$ cat src/core/oad_map.svh
// Constants for the operand addressing decoder and data pointer.
// Assumes inclusion by bare name from the core files.
`ifndef OAD_MAP_SVH
`define OAD_MAP_SVH

// Opcodes
`define OAD_OP_NOP       8'h00
`define OAD_OP_NOP_ALT   8'ha5
`define OAD_OP_DEC_DIR      8'hd5
`define OAD_OP_DEC_REG      5'h1b
`define OAD_OP_CMP_IND      7'h5b
`define OAD_OP_SHORT_JUMP   8'h80
`define OAD_OP_JB           8'h20
`define OAD_OP_LONG_JUMP    8'h02
`define OAD_OP_LONG_CALL    8'h12
`define OAD_OP_ABS_JUMP_LO  5'h01
`define OAD_OP_ABS_CALL_LO  5'h11

// Lengths in bytes and cycle counts (not taken / taken)
`define OAD_LEN_1        2'h1
`define OAD_LEN_2        2'h2
`define OAD_LEN_3        2'h3
`define OAD_CYC_1        3'h1
`define OAD_CYC_2        3'h2
`define OAD_CYC_3        3'h3
`define OAD_CYC_4        3'h4
`define OAD_CYC_5        3'h5

// Operand address spaces
`define OAD_SFR_BIT      7
`define OAD_BIT_AREA     4'h2
`define OAD_PAGE_MSB     15
`define OAD_PAGE_LSB     11

// Data pointer special function registers
`define OAD_PTR_LOW_ADDR  8'h82
`define OAD_PTR_HIGH_ADDR 8'h83
`define OAD_DP_RESET     8'h00

`endif

$ cat src/core/oad_pkg.sv
// Types shared by the operand addressing decoder files.
// Assumes oad_map.svh provides the constants.
package oad_pkg;

	typedef enum logic [2:0] {
		OAD_IDLE  = 3'b001,
		OAD_FETCH = 3'b010,
		OAD_EXEC  = 3'b100
	} oad_state_e;

	typedef enum logic [3:0] {
		OAD_K_NONE, OAD_K_NOP, OAD_K_DEC_REG, OAD_K_DEC_DIR, OAD_K_CMP_IND,
		OAD_K_SHORT, OAD_K_JB, OAD_K_ABS, OAD_K_LONG
	} oad_kind_e;

	typedef struct packed {
		oad_kind_e  kind;
		logic [1:0] len;
		logic [2:0] cyc_nb;
		logic [2:0] cyc_br;
	} oad_info_s;

	typedef struct packed {
		logic [7:0]  ram_addr;
		logic        ram_valid;
		logic [7:0]  direct_addr;
		logic        direct_is_sfr;
		logic        direct_valid;
		logic [7:0]  bit_byte;
		logic [2:0]  bit_index;
		logic        bit_valid;
		logic [15:0] target;
		logic        target_valid;
	} oad_operand_s;

	typedef struct packed {
		logic [7:0] addr;
		logic       wr;
		logic       rd;
		logic [7:0] wdata;
	} oad_sfr_req_s;

endpackage

$ cat src/core/oad_decoder.sv
// Operand addressing decoder: gathers instruction bytes, resolves operands,
// counts execution cycles and hosts the data pointer registers.
// Assumes program memory offers one byte per cycle under valid and ready,
// and that datapath logic on mclk supplies R0, R1, bank select and branch condition.
//
// Operation
// RULE_01: Register decrement-branch is 2 bytes, 2 cycles, 3 when branching.
// RULE_02: Direct decrement-branch is 3 bytes, 3 cycles, 4 when branching.
// RULE_03: Indirect compare-branch is 3 bytes, 4 cycles, 5 when branching.
// RULE_04: No-operation is 1 byte, 1 cycle; opcode a5 behaves identically.
// RULE_05: Register operand picks R0 to R7 in the selected bank.
// RULE_06: Indirect operand uses R0 or R1 contents as RAM address.
// RULE_07: Relative offset is signed 8 bits from the next instruction.
// RULE_08: Direct below 80 hits RAM, 80 and above hits special registers.
// RULE_09: Bit operand names one bit in RAM or a special register.
// RULE_10: Page target replaces low 11 bits within the 2 kB page.
// RULE_11: Long target is a full 16-bit address.
// RULE_12: Pointer low byte at 82 is read-write and resets to zero.
// RULE_13: Pointer high byte at 83 is read-write and resets to zero.
// RULE_14: Software should write reserved bits with their documented values.
// RULE_15: Bank codes 00 to 11 place registers at 00, 08, 10, 18.
// RULE_16: Relative target sign-extends and wraps modulo 16 bits.
`timescale 1ns/1ps
`include "oad_map.svh"

module oad_decoder (
	// Clock and reset
	input  wire logic                  mclk,
	input  wire logic                  rstn,
	// Program memory byte stream
	input  wire logic [7:0]            prog_byte,
	input  wire logic                  prog_valid,
	output logic                       prog_ready,
	input  wire logic [15:0]           instr_addr,
	// Datapath context
	input  wire logic [1:0]            bank_select_field,
	input  wire logic [7:0]            reg_r0,
	input  wire logic [7:0]            reg_r1,
	input  wire logic                  branch_cond,
	// Decode results
	output logic                       instr_done,
	output logic [7:0]                 instr_opcode,
	output logic [1:0]                 instr_len,
	output logic [2:0]                 instr_cycles,
	output logic                       instr_unknown,
	output oad_pkg::oad_operand_s      operand,
	// Special register bus
	input  wire oad_pkg::oad_sfr_req_s sfr_req,
	output logic [7:0]                 sfr_rdata,
	output logic                       sfr_hit,
	output logic [15:0]                data_pointer_word
);

	// ******************************
	// Decode helpers
	// ******************************
	function automatic oad_pkg::oad_info_s decode_op(input logic [7:0] op);
		oad_pkg::oad_info_s i;
		i = '{kind: oad_pkg::OAD_K_NONE, len: `OAD_LEN_1, cyc_nb: `OAD_CYC_1,
			cyc_br: `OAD_CYC_1};
		// RULE_04: both no-operation codes
		if (op == `OAD_OP_NOP || op == `OAD_OP_NOP_ALT)
			i.kind = oad_pkg::OAD_K_NOP;
		// RULE_01: register decrement
		else if (op[7:3] == `OAD_OP_DEC_REG)
			i = '{oad_pkg::OAD_K_DEC_REG, `OAD_LEN_2, `OAD_CYC_2, `OAD_CYC_3};
		// RULE_02: direct decrement
		else if (op == `OAD_OP_DEC_DIR)
			i = '{oad_pkg::OAD_K_DEC_DIR, `OAD_LEN_3, `OAD_CYC_3, `OAD_CYC_4};
		// RULE_03: indirect compare
		else if (op[7:1] == `OAD_OP_CMP_IND)
			i = '{oad_pkg::OAD_K_CMP_IND, `OAD_LEN_3, `OAD_CYC_4, `OAD_CYC_5};
		else if (op == `OAD_OP_SHORT_JUMP)
			i = '{oad_pkg::OAD_K_SHORT, `OAD_LEN_2, `OAD_CYC_3, `OAD_CYC_3};
		else if (op == `OAD_OP_JB)
			i = '{oad_pkg::OAD_K_JB, `OAD_LEN_3, `OAD_CYC_3, `OAD_CYC_4};
		else if (op[4:0] == `OAD_OP_ABS_JUMP_LO || op[4:0] == `OAD_OP_ABS_CALL_LO)
			i = '{oad_pkg::OAD_K_ABS, `OAD_LEN_2, `OAD_CYC_3, `OAD_CYC_3};
		else if (op == `OAD_OP_LONG_JUMP || op == `OAD_OP_LONG_CALL)
			i = '{oad_pkg::OAD_K_LONG, `OAD_LEN_3, `OAD_CYC_4, `OAD_CYC_4};
		return i;
	endfunction

	// RULE_05: bank base plus register index
	// RULE_15: bank code times eight
	function automatic logic [7:0] work_reg_addr(input logic [1:0] bank,
		input logic [2:0] idx);
		return {3'h0, bank, idx};
	endfunction

	// RULE_16: sign extend, wrap at 16 bits
	function automatic logic [15:0] rel_target(input logic [15:0] next_pc,
		input logic [7:0] rel);
		return 16'(next_pc + {{8{rel[7]}}, rel});
	endfunction

	// ******************************
	// State
	// ******************************
	typedef struct packed {
		oad_pkg::oad_state_e st;
		oad_pkg::oad_info_s  info;
		logic [7:0]          op;
		logic [7:0]          b1;
		logic [1:0]          got;
		logic [2:0]          cnt;
		logic                taken;
		logic                ready;
		logic                done;
		logic [2:0]          cycles;
		logic                unknown;
		oad_pkg::oad_operand_s opd;
	} oad_dec_s;

	oad_dec_s s_q;
	oad_dec_s s_d;

	oad_pkg::oad_info_s inf_now;
	logic [7:0]         op_now;
	logic [15:0]        next_pc;
	logic [7:0]         last_b;
	logic [7:0]         bit_b;

	always_comb begin
		s_d      = s_q;
		s_d.done = 1'b0;
		op_now   = (s_q.st == oad_pkg::OAD_IDLE) ? prog_byte : s_q.op;
		inf_now  = (s_q.st == oad_pkg::OAD_IDLE) ? decode_op(prog_byte) : s_q.info;
		next_pc  = 16'(instr_addr + {14'h0, inf_now.len});
		last_b   = prog_byte;
		bit_b    = (s_q.st == oad_pkg::OAD_IDLE) ? 8'h00 : s_q.b1;
		unique case (s_q.st)
			oad_pkg::OAD_IDLE: begin
				if (prog_valid) begin
					s_d.op      = prog_byte;
					s_d.info    = inf_now;
					s_d.got     = 2'h1;
					s_d.cnt     = 3'h1;
					s_d.unknown = (inf_now.kind == oad_pkg::OAD_K_NONE);
					s_d.opd     = '0;
					s_d.st      = (inf_now.len == `OAD_LEN_1) ? oad_pkg::OAD_EXEC
						: oad_pkg::OAD_FETCH;
					s_d.taken   = 1'b0;
				end
			end
			oad_pkg::OAD_FETCH: begin
				s_d.cnt = 3'(s_q.cnt + 3'h1);
				if (prog_valid) begin
					s_d.got = 2'(s_q.got + 2'h1);
					if (s_q.got == 2'h1)
						s_d.b1 = prog_byte;
					if (2'(s_q.got + 2'h1) == s_q.info.len) begin
						s_d.st    = oad_pkg::OAD_EXEC;
						s_d.taken = branch_cond;
						unique case (s_q.info.kind)
							oad_pkg::OAD_K_DEC_REG: begin
								s_d.opd.ram_addr  = work_reg_addr(bank_select_field,
									op_now[2:0]);
								s_d.opd.ram_valid = 1'b1;
							end
							oad_pkg::OAD_K_DEC_DIR: begin
								// RULE_08: high bit selects special registers
								s_d.opd.direct_addr   = s_q.b1;
								s_d.opd.direct_is_sfr = s_q.b1[`OAD_SFR_BIT];
								s_d.opd.direct_valid  = 1'b1;
							end
							oad_pkg::OAD_K_CMP_IND: begin
								// RULE_06: R0 or R1 by opcode bit
								s_d.opd.ram_addr  = op_now[0] ? reg_r1 : reg_r0;
								s_d.opd.ram_valid = 1'b1;
							end
							oad_pkg::OAD_K_JB: begin
								// RULE_09: bit area byte or special register byte
								s_d.opd.bit_byte  = bit_b[`OAD_SFR_BIT] ? {bit_b[7:3], 3'h0}
									: {`OAD_BIT_AREA, bit_b[6:3]};
								s_d.opd.bit_index = bit_b[2:0];
								s_d.opd.bit_valid = 1'b1;
							end
							default: begin
							end
						endcase
						// RULE_07: offset from next instruction
						if (s_q.info.kind inside {oad_pkg::OAD_K_DEC_REG,
							oad_pkg::OAD_K_DEC_DIR, oad_pkg::OAD_K_CMP_IND,
							oad_pkg::OAD_K_SHORT, oad_pkg::OAD_K_JB})
							s_d.opd.target = rel_target(next_pc, last_b);
						// RULE_10: keep page bits of next address
						if (s_q.info.kind == oad_pkg::OAD_K_ABS)
							s_d.opd.target = {next_pc[`OAD_PAGE_MSB:`OAD_PAGE_LSB],
								op_now[7:5], prog_byte};
						// RULE_11: full address from two bytes
						if (s_q.info.kind == oad_pkg::OAD_K_LONG)
							s_d.opd.target = {s_q.b1, prog_byte};
						s_d.opd.target_valid = s_q.info.kind != oad_pkg::OAD_K_NONE;
					end
				end
			end
			oad_pkg::OAD_EXEC: begin
				// RULE_01: branch adds one cycle
				s_d.cycles = s_q.taken ? s_q.info.cyc_br : s_q.info.cyc_nb;
				if (s_q.cnt >= s_d.cycles) begin
					s_d.done = 1'b1;
					s_d.st   = oad_pkg::OAD_IDLE;
				end else begin
					s_d.cnt = 3'(s_q.cnt + 3'h1);
				end
			end
		endcase
		// Ready is registered, so it looks at the next state
		s_d.ready = (s_d.st != oad_pkg::OAD_EXEC);
	end

	always_ff @(posedge mclk or negedge rstn) begin
		if (!rstn) begin
			s_q       <= '0;
			s_q.st    <= oad_pkg::OAD_IDLE;
			s_q.ready <= 1'b1;
		end else begin
			s_q <= s_d;
		end
	end

	// ******************************
	// Data pointer registers
	// ******************************
	oad_pointer u_pointer (
		.mclk              (mclk),
		.rstn              (rstn),
		.sfr_req           (sfr_req),
		.sfr_rdata         (sfr_rdata),
		.sfr_hit           (sfr_hit),
		.data_pointer_word (data_pointer_word)
	);

	assign prog_ready    = s_q.ready;
	assign instr_done    = s_q.done;
	assign instr_opcode  = s_q.op;
	assign instr_len     = s_q.info.len;
	assign instr_cycles  = s_q.cycles;
	assign instr_unknown = s_q.unknown;
	assign operand       = s_q.opd;

endmodule // oad_decoder

$ cat src/core/oad_pointer.sv
// Sixteen-bit data pointer held as two special function registers.
// Assumes a one-cycle registered read answer on the special register bus.
`timescale 1ns/1ps
`include "oad_map.svh"

module oad_pointer (
	// Clock and reset
	input  wire logic                 mclk,
	input  wire logic                 rstn,
	// Special register bus
	input  wire oad_pkg::oad_sfr_req_s sfr_req,
	output logic [7:0]                sfr_rdata,
	output logic                      sfr_hit,
	// Pointer word
	output logic [15:0]               data_pointer_word
);

	typedef struct packed {
		logic [7:0] low;
		logic [7:0] high;
		logic [7:0] rdata;
		logic       hit;
	} oad_dp_s;

	oad_dp_s dp_q;
	oad_dp_s dp_d;

	always_comb begin
		dp_d       = dp_q;
		dp_d.rdata = 8'h00;
		dp_d.hit   = 1'b0;
		// RULE_12: low byte access
		if (sfr_req.addr == `OAD_PTR_LOW_ADDR) begin
			dp_d.hit   = sfr_req.rd | sfr_req.wr;
			dp_d.rdata = sfr_req.rd ? dp_q.low : 8'h00;
			if (sfr_req.wr)
				dp_d.low = sfr_req.wdata;
		end
		// RULE_13: high byte access
		if (sfr_req.addr == `OAD_PTR_HIGH_ADDR) begin
			dp_d.hit   = sfr_req.rd | sfr_req.wr;
			dp_d.rdata = sfr_req.rd ? dp_q.high : 8'h00;
			if (sfr_req.wr)
				dp_d.high = sfr_req.wdata;
		end
	end

	// RULE_12: zero after reset
	always_ff @(posedge mclk or negedge rstn) begin
		if (!rstn) begin
			dp_q <= '{low: `OAD_DP_RESET, high: `OAD_DP_RESET, rdata: 8'h00, hit: 1'b0};
		end else begin
			dp_q <= dp_d;
		end
	end

	assign sfr_rdata         = dp_q.rdata;
	assign sfr_hit           = dp_q.hit;
	assign data_pointer_word = {dp_q.high, dp_q.low};

endmodule // oad_pointer

$ cat config.mk
export PLATFORM = sky130hd
export DESIGN_NAME = oad_decoder
export DESIGN_NICKNAME = d
export VERILOG_FILES = /design/src/core/oad_pkg.sv /design/src/core/oad_decoder.sv /design/src/core/oad_pointer.sv
export VERILOG_INCLUDE_DIRS = /design/src /design/src/core
export SDC_FILE = /design/constraint.sdc
export NUM_CORES = 1
export LEC_CHECK = 0
export ABC_AREA = 1
export BUFFER_PORTS_ARGS = -buffer_cell sky130_fd_sc_hd__buf_4
export CORE_UTILIZATION = 55
export DETAILED_ROUTE_END_ITERATION = 16
export GPL_ROUTABILITY_DRIVEN = 0
export PLACE_DENSITY = 0.81
export RECOVER_POWER = 50
export SYNTH_ARGS = -nofsm -noshare
export SYNTH_HDL_FRONTEND = slang
export SYNTH_SLANG_ARGS = --single-unit
$ cat constraint.sdc
create_clock -name mclk -period 4.5 [get_ports mclk]
set_input_delay 0.225 -clock mclk [delete_from_list [all_inputs] [get_ports mclk]]
set_output_delay 0.225 -clock mclk [all_outputs]
set_load 0.01 [all_outputs]
# ---- Word level (Yosys, flattened, before mapping)
# Cells that the tools add are included.
dict set report totals {
  reg_bits 116
  latchBits 0
  mem_bits_rw 0
  mem_bits_ro 0
  out_inout_bits 89
  word_cells 132
  memories 0
}
dict set report classes {
  add_sub_neg 4
  multipliers 0
  div_mod_pow 0
  order_cmp 1
  eq_ne 34
  shift 0
  mux 45
  bitwise_logic 1
  reduce_logical 19
}
# operator n
set ops {}
lappend ops {{48-bit 2-to-1 mux} 3}
lappend ops {{12-bit 2-to-1 mux} 9}
lappend ops {{48-bit case mux with 2 select lines} 1}
lappend ops {{8-bit 2-to-1 mux} 7}
lappend ops {{16-bit 2-to-1 mux} 3}
lappend ops {{8-bit == test, second input constant} 5}
lappend ops {{23-bit 2-to-1 mux} 1}
lappend ops {{5-bit AND reduction} 4}
lappend ops {{3-bit 2-to-1 mux} 6}
lappend ops {{9-bit 2-to-1 mux} 2}
lappend ops {{3-bit case mux with 3 select lines} 2}
lappend ops {{9-bit case mux with 2 select lines} 1}
lappend ops {{16-bit adder} 1}
lappend ops {{16-bit by 2-bit adder with 16-bit output} 1}
lappend ops {{4-bit by 3-bit == test with 1-bit output, second input constant} 4}
lappend ops {{2-bit != test, second input constant} 6}
lappend ops {{5-bit == test, second input constant} 2}
lappend ops {{10-bit 2-to-1 mux} 1}
lappend ops {{4-bit by 2-bit == test with 1-bit output, second input constant} 2}
lappend ops {{8-bit by 2-bit == test with 1-bit output, second input constant} 1}
lappend ops {{8-bit by 5-bit == test with 1-bit output, second input constant} 1}
lappend ops {{8-bit by 6-bit == test with 1-bit output, second input constant} 1}
lappend ops {{8-bit logical NOT} 1}
lappend ops {{4-bit 2-to-1 mux} 2}
lappend ops {{27 further kinds} 37}

# ---- Depth between registers and ports, before layout
dict set report logic_depth {
  word_depth 19
  mapped_depth 30
}

# ---- Cells and area by module
# From an unflattened synthesis, not the netlist that was laid out.
dict set report unflattened {
  hier_cells 950
  area_unflattened_um2 7195.7
}
# mod n_inst cells_each area_per_inst_um2
set modules_own_cells {}
lappend modules_own_cells {oad_decoder 1 834 6027.0}
lappend modules_own_cells {oad_pointer 1 116 1168.6}

# ---- Worst setup path before layout
# Ideal clock, no wire load.
dict set report synth_path {
  path_kind {flip-flop to flip-flop}
  from {reg s_q[88] in the netlist's numbering}
  to {reg s_q (netlist bit operand[16])}
  arrival_time_ns 3.978
  path_slack_ns 0.405
  stages_incl_launch_ff 27
  n_path_buf 0
  path_cell_list {dfstp_2 > inv_1 > nor3_4 > inv_1 > nand2_1 > inv_1 > a21oi_1 > ha_1 > inv_1 > fa_1 > nor3_1 > nand3_1 > nand3b_1 > or2_2 > nand2_1 > inv_1 > ha_1 > a21oi_1 > o21ai_0 > a21oi_1 > nand2_1 > nand2_1 > nand3_1 > nand2_1 > nand3_1 > nand2_1 > nand2_1}
}
# element line
set synth_lines {}
lappend synth_lines {{start: declaration} oad_decoder.sv:115} ;# oad_dec_s s_q;

==> reports/summary.json <==
{
  "finish": {
    "antenna-diode-count": 0,
    "nNetsFinal": 1120,
    "register_area_um2": 2880,
    "drive_gt1_share_pct": 11.59,
    "fin_cells": 1212,
    "multi_input_comb_area_um2": 3214,
    "area_growth_syn_to_layout_pct": 16.23,
    "fillerInstances": 1168
  },
  "pwr": {
    "power_leakage_nw": 4.146,
    "vdd_drop_max_uv": 329.0,
    "cellPowerDensity_nw_per_um2": 551.4
  },
  "critical_path": {
    "path_max_fanout": 4,
    "setup.worst_path.class": "reg -> reg",
    "timing.critical_path.from_type": "flop",
    "cpMaxStageDelayCell": "sky130_fd_sc_hd__dfstp_2",
    "setup.worst_path.end_class": "flop",
    "cp_data_arrival_time_ps": 4440,
    "critical_path.max_stage_delay_ps": 540,
    "worst-path-buf-inv": 5,
    "data_required_time_at_the_worst_endpoint_ps": 4800,
    "path_delay_family": "simple AND/OR/NAND/NOR gates",
    "most_used_cell_cp": "sky130_fd_sc_hd__nand2_1"
  },
  "drt": {
    "count_of_unresolved_drc_violations_after_routing": 0,
    "vias": 6471,
    "detail_route.wirelength_mm": 17.67,
    "drt_iter0_drc": 521,
    "routedWlPerCell_um": 14.58,
    "route.antenna.remaining_nets": 0,
    "viasPerCell": 5.339,
    "firstDrtPassIters": 5
  },
  "die": {
    "floorplan.initialDensity_pct": 57.33,
    "die_h_um": 114.8,
    "die_area_um2": 13180,
    "placement_rows": 40,
    "fp.dieW_um": 114.8,
    "core_um2": 12210,
    "ioPinCount": 153
  },
  "synth": {
    "synth_top_area_share_pct": 40.39,
    "async_reset_ff_share_pct": 100.0,
    "synth_most_common_cell": "sky130_fd_sc_hd__nand2_1",
    "ys_ff_latch": 115,
    "synth_cells": 928,
    "netlist.top_cell.by_area": "sky130_fd_sc_hd__dfrtp_1",
    "mappedNetlistArea_um2": 7000,
    "postSynthNetCount": 1017,
    "ys.warnings.count": 0,
    "ys_top_cells_by_count": "sky130_fd_sc_hd__nand2_1 (273), sky130_fd_sc_hd__dfrtp_1 (113), sky130_fd_sc_hd__inv_1 (101)",
    "ys.flop_type": "sky130_fd_sc_hd__dfrtp_1",
    "synth_cell_type_count": 46,
    "synth.top_cells.by_area": "sky130_fd_sc_hd__dfrtp_1 (40%), sky130_fd_sc_hd__nand2_1 (15%), sky130_fd_sc_hd__o21ai_0 (6.9%)",
    "postSynthAreaPerCell_um2": 7.544,
    "synth_enable_flop_cells": 0,
    "sequential_share_of_the_synthesized_area_pct": 41.14
  },
  "timing": {
    "drv_slew": 77,
    "layout_min_cycle_time_ps": 4141,
    "worstMarginPinSlew_ps": 1864,
    "number_of_setup_violations_in_the_final_report": 0,
    "final_hold_viol_count": 0,
    "hold_slack_ps": 82.10,
    "post_route_skew_ps": 8.721,
    "post-route-worst-setup-slack_ps": 359.1,
    "maxSlewHeadroom_pct": -24.29,
    "max_clock_freq_mhz": 241.5,
    "rsz0062_at_grt": "false",
    "finalCritPeriodShare_pct": 92.02,
    "fin_setup_tns_ps": 0
  },
  "global_routing": {
    "grt_pass1_wl_mm": 28.55,
    "grt_max_degree": 77,
    "first_global_vias": 5974,
    "antenna_found_initial": 0,
    "grt_util_all_layers_pct": 27.85,
    "overflow": 0
  },
  "clock_network": {
    "root_buffer": "sky130_fd_sc_hd__clkbuf_16",
    "worstSkewPairLatency_ps": 410,
    "clock_tree.buffer_depth": 2,
    "cts_htree_levels": 4,
    "cts.reportedPaths.clkPinSlew_ps": 50,
    "cts_tree": "yes",
    "clock_sink_count": 115,
    "post_cts_buffers": 0,
    "cts_inserted_buffers": 17
  },
  "job": {
    "cap_viol_max_count": 1
  },
  "placement": {
    "dp_slack_ps": 277.7,
    "number_of_cells_in_the_design_after_placement": 1179,
    "post-dp-hpwl_mm": 13.17,
    "port-buffer-count": 152
  },
  "min_path": {
    "min-delay-path-class": "in -> reg"
  },
  "run_status": {
    "outcome": "finished with violations",
    "violations": "max-capacitance violations, max-slew violations"
  }
}
sequential cells by signal, indices dropped and copies added (netlist names):
register                     count
operand                         47
s_q                             27
u_pointer.data_pointer_word     16
instr_opcode                     8
u_pointer.sfr_rdata              8
instr_cycles                     3
instr_len                        2
instr_done                       1
instr_unknown                    1
prog_ready                       1
u_pointer.sfr_hit                1
power by group:
group | switching, W | internal, W | total (W)
logic | 0.00110 | 0.000577 | 0.00168
clock network | 0.000469 | 0.000787 | 0.00126
registers | 0.000222 | 0.00133 | 0.00155
per-stage QoR:
step / total power (W) / instance area [um2] / util [%]
after CTS: 0.004634 / 8463 / 69.30
after global routing: 0.004800 / 8137 / 66.63
after floorplan: 0.002863 / 7000 / -
final: 0.004487 / 8137 / 66.63
after detailed placement: 0.003352 / 7886 / 64.58
after global placement: 0.003307 / 7886 / 64.58
cells by family (layout without fill, tap and decap cells):
family | count (synthesis) | after routing | synth area share [%]
AND/OR/NAND/NOR | 416 | 416 | 24.90
buffers and inverters | 182 | 298 | 13.08
AO/OA/AOI/OAI | 166 | 166 | 13.10
flip-flops | 115 | 115 | 41.14
adder cells (fa/ha/maj) | 25 | 25 | 4.683
XOR/XNOR | 19 | 19 | 2.377
multiplexers | 5 | 5 | 0.7150
what timing repair did:
action	in CTS	in global routing
resized for setup	0	2
hold buffers	1	0
hold endpoints to repair	10	0
setup endpoints to repair	0	5
routing by layer:
| layer | up-vias | routed length, um | share of wire, % | GRT usage [%] |
|---|---|---|---|---|
| met5 | - | 0 | 0 | 0 |
| met4 | 0 | 313 | 1.8 | 9.177 |
| met3 | 30 | 1264 | 7.2 | 6.168 |
| met2 | 252 | 8300 | 47 | 45.82 |
| met1 | 3035 | 7796 | 44 | 36.72 |
| li1 | 3154 | - | - | - |
cell usage in the layout (no fill, tap or decap), types with 13 or more instances in the layout:
cell type and count:
sky130_fd_sc_hd__nand2_1 273, sky130_fd_sc_hd__dfrtp_1 113, sky130_fd_sc_hd__inv_1 101, sky130_fd_sc_hd__o21ai_0 97, sky130_fd_sc_hd__clkbuf_1 91, sky130_fd_sc_hd__buf_4 68, sky130_fd_sc_hd__nor2_1 58, sky130_fd_sc_hd__nand3_1 46
sky130_fd_sc_hd__a21oi_1 39, sky130_fd_sc_hd__ha_1 23, sky130_fd_sc_hd__clkbuf_16 17, sky130_fd_sc_hd__xor2_1 13
worst paths after layout:
kind                                              from                          end  slack (ps)  cells past startpoint
max                                  s_q[88]$_DFF_PN1_      operand[16]$_DFFE_PN0P_         360                     26
min                                         prog_valid          s_q[86]$_DFFE_PN0P_          80                      2
max reg2reg                          s_q[88]$_DFF_PN1_      operand[16]$_DFFE_PN0P_         360                     26
min reg2reg                instr_cycles[0]$_DFFE_PN0P_  instr_cycles[0]$_DFFE_PN0P_         470                      2
max in group asynchronous                         rstn            s_q[88]$_DFF_PN1_        2210                      3
min in group asynchronous                         rstn      operand[19]$_DFFE_PN0P_         860                      2
final cells by class:
class,instances,area share (%)
Multi-Input combinational cell,631,39.50
Clock inverter,11,1.307
Sequential cell,115,35.40
Inverter,106,4.890
Clock buffer,21,5.659
Tap cell,168,2.583
Timing Repair Buffer,160,10.66
Power figures use the tool's default switching activity.
